==> src/rtl/ddr_fe_pkg.sv <==
// Constants for the command, address and clock-gate front end.
// Assumes one clock domain at 100 MHz; no register bus.
package ddr_fe_pkg;
  // Command codes {ras_n, cas_n, we_n}
  localparam logic [2:0] CMD_ROW_OPEN = 3'h3;
  localparam logic [2:0] CMD_BANK_CLOSE = 3'h2;
  localparam logic [2:0] CMD_READ = 3'h5;
  localparam logic [2:0] CMD_WRITE = 3'h4;
  localparam logic [2:0] CMD_REFRESH = 3'h1;
  localparam logic [2:0] CMD_MODE_WRITE = 3'h0;
  // Address field positions
  localparam int AP_BIT = 10;
  localparam int UPPER_COL_BIT = 11;
  localparam int EXT_BANK = 1;
  localparam int DLL_DIS_BIT = 0;
  localparam int BL_LSB = 0;
  localparam int BT_BIT = 3;
  localparam int CL_LSB = 4;
  // Mode field encodings
  localparam logic [2:0] BL_2 = 3'h1;
  localparam logic [2:0] BL_4 = 3'h2;
  localparam logic [2:0] BL_8 = 3'h3;
  localparam logic [2:0] CL_2 = 3'h2;
  localparam logic [2:0] CL_3 = 3'h3;
  localparam logic [2:0] CL_2P5 = 3'h6;
  // Reset values
  localparam logic [2:0] BL_RESET = 3'h1;
  localparam logic [2:0] CL_RESET = 3'h2;
  // Self refresh internal interval (7.8 us per row at 8192 rows / 64 ms)
  localparam int SELF_REF_NS = 7800;
  localparam int CLK_NS = 10;
  localparam int SELF_REF_CYC = SELF_REF_NS / CLK_NS;
  // Burst count helpers
  localparam int BEATS_MAX = 8;
  typedef enum logic [2:0] {
    ST_IDLE = 3'h0,
    ST_BURST = 3'h1,
    ST_SELF_REF = 3'h2,
    ST_POWER_DN = 3'h3
  } fe_state_t;
endpackage

==> src/rtl/ddr_cmd_front_end.sv <==
// Command, address and clock-gate front end of a four-bank DDR memory.
// Assumes the controller drives link pins sampled here through two flops.
`timescale 1ns/100ps
`default_nettype none
module ddr_cmd_front_end #(
  parameter int SELF_REF_CYCLES = ddr_fe_pkg::SELF_REF_CYC
) (
  // Clock, reset, freeze
  input wire logic sys_clk,
  input wire logic nrst,
  input wire logic clk_en,
  // Link pins from the controller
  input wire logic link_clk,
  input wire logic clk_gate,
  input wire logic chip_sel_n,
  input wire logic row_strobe_n,
  input wire logic col_strobe_n,
  input wire logic write_en_n,
  input wire logic bank_sel_lo,
  input wire logic bank_sel_hi,
  input wire logic [12:0] addr_lines,
  input wire logic [1:0] write_byte_mask,
  // Configuration strap
  input wire logic wide_cfg,
  // Access outputs to the array
  output logic [3:0] bank_open,
  output logic [12:0] row_addr,
  output logic [1:0] acc_bank,
  output logic [10:0] acc_col,
  output logic acc_valid,
  output logic acc_write,
  output logic acc_edge,
  output logic [1:0] byte_keep,
  output logic rd_data_valid,
  // Mode and status
  output logic [2:0] burst_len,
  output logic burst_ilv,
  output logic [2:0] read_lat,
  output logic dll_on,
  output logic self_ref,
  output logic power_dn,
  output logic refresh_pulse
);

  // =========================================================
  // Pin synchronisers
  // =========================================================
  localparam int PW = 23;
  logic [PW-1:0] pin_raw, sync1_r, sync2_r;
  logic lclk_d_r;
  assign pin_raw = {link_clk, clk_gate, chip_sel_n, row_strobe_n, col_strobe_n,
    write_en_n, bank_sel_hi, bank_sel_lo, addr_lines, write_byte_mask};

  // Two flops on every pin before use
  always_ff @(posedge sys_clk or negedge nrst)
  begin
    if (!nrst)
    begin
      sync1_r <= '0;
      sync2_r <= '0;
      lclk_d_r <= 1'b0;
    end
    else if (clk_en)
    begin
      sync1_r <= pin_raw;
      sync2_r <= sync1_r;
      lclk_d_r <= sync2_r[22];
    end
  end

  logic s_lclk, s_gate, s_cs_n, rise, fall;
  logic [2:0] s_cmd;
  logic [1:0] s_bank, s_mask;
  logic [12:0] s_addr;
  assign s_lclk = sync2_r[22];
  assign s_gate = sync2_r[21];
  assign s_cs_n = sync2_r[20];
  assign s_cmd = sync2_r[19:17];
  assign s_bank = sync2_r[16:15];
  assign s_addr = sync2_r[14:2];
  assign s_mask = sync2_r[1:0];
  assign rise = s_lclk && !lclk_d_r;
  assign fall = !s_lclk && lclk_d_r;

  // =========================================================
  // State
  // =========================================================
  typedef struct packed {
    ddr_fe_pkg::fe_state_t st;
    logic gate_q, wr, ap, valid, edge_hi, rdv, ilv, dll, ref_p;
    logic [3:0] open, beats_left, lat_cnt;
    logic [12:0] rows;
    logic [1:0] bank, keep;
    logic [10:0] col, base;
    logic [2:0] beat, bl, cl;
    logic [15:0] sr_cnt;
  } fe_state_s_t;

  fe_state_s_t cur_r;
  fe_state_s_t cur_nxt;

  // Burst beat length from the mode code
  function automatic logic [3:0] beats_of(input logic [2:0] code);
    case (code)
      ddr_fe_pkg::BL_4: beats_of = 4'h4;
      ddr_fe_pkg::BL_8: beats_of = 4'h8;
      default: beats_of = 4'h2;
    endcase
  endfunction

  // Column of a beat, sequential or interleaved within the burst
  function automatic logic [10:0] beat_col(input logic [10:0] base, input logic [2:0] beat,
    input logic [3:0] n, input logic ilv);
    logic [2:0] m;
    logic [2:0] off;
    m = 3'(n - 4'h1);
    off = ilv ? ((base[2:0] ^ beat) & m) : ((base[2:0] + beat) & m);
    beat_col = {base[10:3], (base[2:0] & ~m) | off};
  endfunction

  // Read latency in half clocks
  function automatic logic [3:0] lat_half(input logic [2:0] code);
    case (code)
      ddr_fe_pkg::CL_3: lat_half = 4'h6;
      ddr_fe_pkg::CL_2P5: lat_half = 4'h5;
      default: lat_half = 4'h4;
    endcase
  endfunction

  // Next state
  always_comb
  begin
    logic cmd_ok, half;
    cmd_ok = 1'b0;
    half = rise || fall;
    cur_nxt = cur_r;
    cur_nxt.ref_p = 1'b0;
    cur_nxt.valid = 1'b0; // Beat strobe lasts one cycle
    if (rise)
      cur_nxt.gate_q = s_gate;
    // Self refresh ticks on internal timing, without link edges
    if (cur_r.st == ddr_fe_pkg::ST_SELF_REF)
    begin
      if (cur_r.sr_cnt == 16'(SELF_REF_CYCLES - 1))
      begin
        cur_nxt.sr_cnt = 16'h0;
        cur_nxt.ref_p = 1'b1;
      end
      else
        cur_nxt.sr_cnt = cur_r.sr_cnt + 16'h1;
    end
    if (rise && !s_gate)
    begin
      // Gate low: the idle state goes to power down, or to self refresh on a refresh with all banks closed
      if (cur_r.st == ddr_fe_pkg::ST_IDLE && !s_cs_n && s_cmd == ddr_fe_pkg::CMD_REFRESH &&
        cur_r.open == 4'h0)
        cur_nxt.st = ddr_fe_pkg::ST_SELF_REF;
      else if (cur_r.st == ddr_fe_pkg::ST_IDLE)
        cur_nxt.st = ddr_fe_pkg::ST_POWER_DN;
    end
    else if (rise && s_gate && (cur_r.st == ddr_fe_pkg::ST_SELF_REF ||
      cur_r.st == ddr_fe_pkg::ST_POWER_DN))
    begin
      cur_nxt.st = ddr_fe_pkg::ST_IDLE;
      cur_nxt.sr_cnt = 16'h0;
    end
    // Clock suspended: burst counter, acc_col, byte_keep and rd_data_valid stay frozen
    if (cur_r.gate_q)
    begin
      if (half && cur_r.st == ddr_fe_pkg::ST_BURST)
      begin
        cur_nxt.valid = 1'b1;
        cur_nxt.edge_hi = rise;
        cur_nxt.col = beat_col(cur_r.base, cur_r.beat, beats_of(cur_r.bl), cur_r.ilv);
        cur_nxt.keep = cur_r.wr ? ~s_mask : 2'h3;
        cur_nxt.beat = cur_r.beat + 3'h1;
        cur_nxt.beats_left = cur_r.beats_left - 4'h1;
        if (cur_r.beats_left == 4'h1)
        begin
          cur_nxt.st = ddr_fe_pkg::ST_IDLE;
          if (cur_r.ap)
            cur_nxt.open[cur_r.bank] = 1'b0;
        end
      end
      if (half && cur_r.lat_cnt != 4'h0)
      begin
        cur_nxt.lat_cnt = cur_r.lat_cnt - 4'h1;
        cur_nxt.rdv = (cur_r.lat_cnt == 4'h1);
      end
      else if (half && cur_r.rdv && cur_r.st != ddr_fe_pkg::ST_BURST)
        cur_nxt.rdv = 1'b0;
      cmd_ok = rise && s_gate && !s_cs_n && cur_r.st != ddr_fe_pkg::ST_BURST;
    end
    if (cmd_ok)
    begin
      case (s_cmd)
        ddr_fe_pkg::CMD_ROW_OPEN:
        begin
          cur_nxt.open[s_bank] = 1'b1;
          cur_nxt.rows = s_addr;
        end
        ddr_fe_pkg::CMD_BANK_CLOSE:
          cur_nxt.open[s_bank] = 1'b0;
        ddr_fe_pkg::CMD_READ, ddr_fe_pkg::CMD_WRITE:
        begin
          // Access to a closed bank is the controller's fault and is dropped
          if (cur_r.open[s_bank])
          begin
            cur_nxt.st = ddr_fe_pkg::ST_BURST;
            cur_nxt.bank = s_bank;
            cur_nxt.base = {wide_cfg ? 1'b0 : s_addr[ddr_fe_pkg::UPPER_COL_BIT], s_addr[9:0]};
            cur_nxt.col = cur_nxt.base;
            cur_nxt.ap = s_addr[ddr_fe_pkg::AP_BIT];
            cur_nxt.wr = (s_cmd == ddr_fe_pkg::CMD_WRITE);
            cur_nxt.beat = 3'h0;
            cur_nxt.beats_left = beats_of(cur_r.bl);
            if (s_cmd == ddr_fe_pkg::CMD_READ)
              cur_nxt.lat_cnt = lat_half(cur_r.cl);
          end
        end
        ddr_fe_pkg::CMD_REFRESH:
          cur_nxt.ref_p = (cur_r.open == 4'h0);
        ddr_fe_pkg::CMD_MODE_WRITE:
        begin
          if (s_bank == 2'(ddr_fe_pkg::EXT_BANK))
            cur_nxt.dll = !s_addr[ddr_fe_pkg::DLL_DIS_BIT];
          else if (s_bank == 2'h0)
          begin
            cur_nxt.bl = s_addr[ddr_fe_pkg::BL_LSB +: 3];
            cur_nxt.ilv = s_addr[ddr_fe_pkg::BT_BIT];
            cur_nxt.cl = s_addr[ddr_fe_pkg::CL_LSB +: 3];
          end
        end
        default: ;
      endcase
    end
  end

  // Register the whole state
  always_ff @(posedge sys_clk or negedge nrst)
  begin
    if (!nrst)
    begin
      cur_r <= '0;
      cur_r.st <= ddr_fe_pkg::ST_IDLE;
      cur_r.gate_q <= 1'b1;
      cur_r.keep <= 2'h3;
      cur_r.bl <= ddr_fe_pkg::BL_RESET;
      cur_r.cl <= ddr_fe_pkg::CL_RESET;
      cur_r.dll <= 1'b1;
    end
    else if (clk_en)
      cur_r <= cur_nxt;
  end

  // Outputs
  assign {bank_open, row_addr, acc_bank} = {cur_r.open, cur_r.rows, cur_r.bank};
  assign {acc_col, acc_valid, acc_write} = {cur_r.col, cur_r.valid, cur_r.wr};
  assign {acc_edge, byte_keep, rd_data_valid} = {cur_r.edge_hi, cur_r.keep, cur_r.rdv};
  assign {burst_len, burst_ilv, read_lat, dll_on} = {cur_r.bl, cur_r.ilv, cur_r.cl, cur_r.dll};
  assign self_ref = (cur_r.st == ddr_fe_pkg::ST_SELF_REF);
  assign power_dn = (cur_r.st == ddr_fe_pkg::ST_POWER_DN);
  assign refresh_pulse = cur_r.ref_p;

  // Extended mode write taken in this cycle
  logic cmd_fire_ext;
  assign cmd_fire_ext = rise && s_gate && cur_r.gate_q && !s_cs_n &&
    cur_r.st != ddr_fe_pkg::ST_BURST && s_cmd == ddr_fe_pkg::CMD_MODE_WRITE &&
    s_bank == 2'(ddr_fe_pkg::EXT_BANK);
endmodule
`default_nettype wire

==> config.mk <==
export PLATFORM = sky130hd
export DESIGN_NAME = ddr_cmd_front_end
export DESIGN_NICKNAME = d
export VERILOG_FILES = /design/src/rtl/ddr_fe_pkg.sv /design/src/rtl/ddr_cmd_front_end.sv
export SDC_FILE = /design/constraint.sdc
export NUM_CORES = 1
export LEC_CHECK = 0
export ABC_CLOCK_PERIOD_IN_PS = 3200
export CORE_UTILIZATION = 40
export CTS_BUF_LIST = sky130_fd_sc_hd__clkbuf_4 sky130_fd_sc_hd__clkbuf_8
export DETAILED_ROUTE_END_ITERATION = 8
export DONT_BUFFER_PORTS = 1
export GPL_TIMING_DRIVEN = 1
export PLACE_DENSITY = 0.56
export SLEW_MARGIN = 10
export SYNTH_ARGS = -nofsm -noshare
export SYNTH_HDL_FRONTEND = slang
export SYNTH_SLANG_ARGS = --single-unit
export TNS_END_PERCENT = 10
==> constraint.sdc <==
create_clock -name sys_clk -period 3.2 [get_ports sys_clk]
set_input_delay 0.32 -clock sys_clk [delete_from_list [all_inputs] [get_ports sys_clk]]
set_output_delay 0.32 -clock sys_clk [all_outputs]
set_load 0.01 [all_outputs]
==> reports/results.tsv <==
stage	metric	value	unit
critical_path	r2r setup slk	730	ps
critical_path	r2r endpoint	acc_col[4]	
floorplanning	Top-Level Pins	74	
routing	DRT iter0 DRCs	280	
clocking	level count of the clock H-tree	4	
floorplanning	die width	128.9	um
floorplanning	core area	15770	um^2
min_path	worst hold path type	input port to asynchronous set/reset pin	
routing	Total Routed Length	13820	um
clocking	CTS Sinks	135	
routing	first-pass detailed-route iteration total	4	
job	Maximum Capacitance Violations	0	
routing	Final ANT Viol Nets	0	
critical_path	CP endpoint kind	flip-flop	
critical_path	WP data required	3490	ps
floorplanning	total die area	16600	um^2
critical_path	worst path arrival time	2770	ps
cells_and_area	Final nets	603	
routing	DRC Markers	0	
synth	ys async rst share	100.0	%
global_route	number of global-route vias before repair	4266	
critical_path	Worst R2R Start	cur_r[86]	
sta	Final Cycle Share	77.31	%
routing	Vias	4303	
synth	EDFF count, synth	0	
global_route	largest net degree at the start of global routing	136	
clocking	CTS Buf Count	17	
synth	register area share after synthesis	52.59	%
critical_path	Critical path origin	cur_r[86]	
cells_and_area	area grow syn2layout	8.338	%
floorplanning	Die Y	128.9	um
clocking	Worst-Skew Late Latency	450	ps
global_route	global-route wire length before repair	22470	um
critical_path	crit path max fanout	11	
synth	Yosys warnings	0	
synth	Distinct cells, synth	63	
global_route	Tot GR Track Use	17.87	%
global_route	initial antenna violation count	0	
placement	Port Buffer Count	0	
power_and_ir_drop	Leakage Power	0.003097	uW
cells_and_area	post-layout util	44.22	%
clocking	clk root buf	clkbuf_8	
sta	fin. max-slew vios	0	
sta	Least-Margin Pin Slew	904.0	ps
sta	final-report setup violation count	0	
floorplanning	Initial Utilization	40.82	%
placement	Detailed Place HPWL	8906	um
cells_and_area	layout cell share with drive strength beyond 1	20.03	%
status	failing checks	hold timing	
sta	clock skew	11.64	ps
clocking	Setup Fix Bufs, Post-CTS	0	
power_and_ir_drop	worst IR drop on VDD	0.0003484	V
critical_path	CP Launch Type	flip-flop	
routing	post-DR vias/cell	5.413	
critical_path	Worst Reg-to-Reg Cells	5	
synth	post-synthesis register bit count	135	
sta	maximum clock frequency	404.2	MHz
power_and_ir_drop	total power	4655	uW
critical_path	end of the critical path	acc_col[4]	
clocking	TritonCTS clock tree	yes	
sta	Hold Worst Slack	-440.3	ps
synth	Avg Cell Area, Syn	10.97	um^2
cells_and_area	number of inserted diodes	0	
synth	syn nets	624	
routing	Avg WL per Cell	17.39	um
synth	Post-Syn Instances	587	
power_and_ir_drop	power per cell area	667.5	nW/um^2
sta	crit path time final	2474	ps
clocking	Max Root-Sink Buffers	2	
sta	Final Hold Vio Count	135	
critical_path	CP Class	flip-flop to flip-flop	
sta	RSZ-0062 raised after global routing	false	
floorplanning	Row Count	46	
status	outcome	complete, but fails checks	
global_route	total grt overflow	0	
clocking	clock input transition at the sequential cells of the worst setup and hold paths	80	ps
cells_and_area	fill count	1550	
placement	Routability Congestion	0.8140	
synth	post-synthesis cell area	6437	um^2
synth	ys flop type	dfrtp_1	
sta	total negative slack	0	ps
sta	Rel. slew slack	39.51	%
==> worst min path at each step <==
stage | endpoint | slack [ps]
finish | cur_r[7] | -440
global route | cur_r[85] | -480
CTS | cur_r[85] | -470
detailed placement | cur_r[7] | 30
global placement | cur_r[3] | 30
floorplan | acc_bank[0] | 20
==> final cells by class <==
type | count | area [um^2] | share of cell area (%)
sequential | 135 | 3386 | 48.55
multi-input combinational | 358 | 2542 | 36.45
clock buffer | 20 | 275.3 | 3.947
tap | 216 | 270.3 | 3.875
timing repair buffer | 27 | 257.7 | 3.696
clock inverter | 12 | 141.4 | 2.027
inverter | 27 | 101.3 | 1.453
==> timing repair <==
| action | CTS | global route |
|---|---|---|
| hold buffers | 21 | 1 |
| hold endpoints to repair | 160 | 136 |
| resized for setup | 0 | 0 |
==> where the power goes <==
part           internal [uW]  leakage [uW]  total, uW  switching, uW
combinational            390       0.00123        767            378
sequential              2030       0.00166       2410            385
clock                    765      0.000206       1480            712
total                   3180       0.00310       4660           1470
==> stage by stage <==
stage	std cells	cell area, um^2	worst slack (ps)
global placement	741	6337	803.4
floorplan	587	6437	1095
CTS	794	6964	713.7
detailed placement	741	6337	735.0
finish	795	6974	726.0
global route	795	6974	534.0
==> cells by family after synthesis <==
| kind of cell | count (synthesis) | synth area share, % |
|---|---|---|
| multiplexers | 71 | 12.36 |
| XOR/XNOR | 4 | 0.5443 |
| flip-flops | 135 | 52.59 |
| buffers and inverters | 94 | 7.911 |
| AO/OA/AOI/OAI | 95 | 10.07 |
| AND/OR/NAND/NOR | 178 | 14.46 |
| adder cells (fa/ha/maj) | 10 | 2.060 |
==> synthesized netlist by cell type (3+ instances only) <==
cell type / instances / area, um^2
mux2_2: 68 / 765.7
nor3_1: 6 / 30.03
nand2_1: 71 / 266.5
a31oi_1: 7 / 43.79
ha_1: 9 / 112.6
a21oi_1: 18 / 90.09
o31ai_1: 5 / 37.54
dfstp_2: 6 / 157.7
o311ai_0: 6 / 52.55
nand4_1: 7 / 43.79
nand2b_1: 4 / 25.02
nor2b_1: 7 / 43.79
and2_1: 4 / 25.02
nand3b_1: 3 / 22.52
buf_1: 3 / 11.26
o2bb2ai_1: 5 / 43.79
nor4_1: 5 / 31.28
inv_1: 27 / 101.4
xnor2_1: 3 / 26.28
nand4b_1: 4 / 35.03
dfrtp_1: 129 / 3228
o21ai_0: 15 / 75.07
or3_1: 5 / 31.28
a22o_1: 3 / 26.28
nor2_1: 25 / 93.84
buf_2: 8 / 40.04
a221o_1: 5 / 50.05
clkbuf_1: 17 / 63.81
nand3_1: 12 / 60.06
and3_1: 8 / 50.05
o22ai_1: 13 / 81.33
mux2i_1: 3 / 30.03
buf_4: 39 / 292.8
==> state kept, by name, indices dropped and copies added (netlist names) <==
name,cells
acc_write,1
burst_ilv,1
byte_keep,2
sync1_r,23
sync2_r,23
row_addr,13
acc_valid,1
refresh_pulse,1
cur_r,43
rd_data_valid,1
burst_len,3
bank_open,4
acc_bank,2
dll_on,1
acc_edge,1
acc_col,11
read_lat,3
lclk_d_r,1
==> per-layer routing <==
metal  vias to the layer above  share of wire (%)  track usage [%]
met2                        85                 48            28.65
met3                        10                6.8            6.320
met1                      2206                 44            22.47
met4                         0               0.98            5.952
met5                         -                  0                0
li1                       2002                  -                -
==> layout by cell type, fill, tap and decap left out, types with 6 or more instances in the layout <==
| cell type | n |
|---|---|
| o21ai_0 | 15 |
| nand3_1 | 12 |
| a31oi_1 | 7 |
| dfrtp_1 | 129 |
| nand4_1 | 7 |
| clkbuf_8 | 20 |
| nand2_1 | 71 |
| o22ai_1 | 13 |
| dlygate4sd3_1 | 22 |
| nor2_1 | 25 |
| dfstp_2 | 6 |
| nor2b_1 | 7 |
| mux2_2 | 68 |
| ha_1 | 9 |
| a21oi_1 | 18 |
| inv_1 | 27 |
| nor3_1 | 6 |
| and3_1 | 8 |
| o311ai_0 | 6 |
==> critical path: stages, from the launching register on <==
cell     delay [ps]
dfrtp_1         440
or3b_1          520
and2_1          270
and3_1          220
nor2_1          680
a21oi_1         180
No activity file was read; power rests on OpenSTA's default activity.
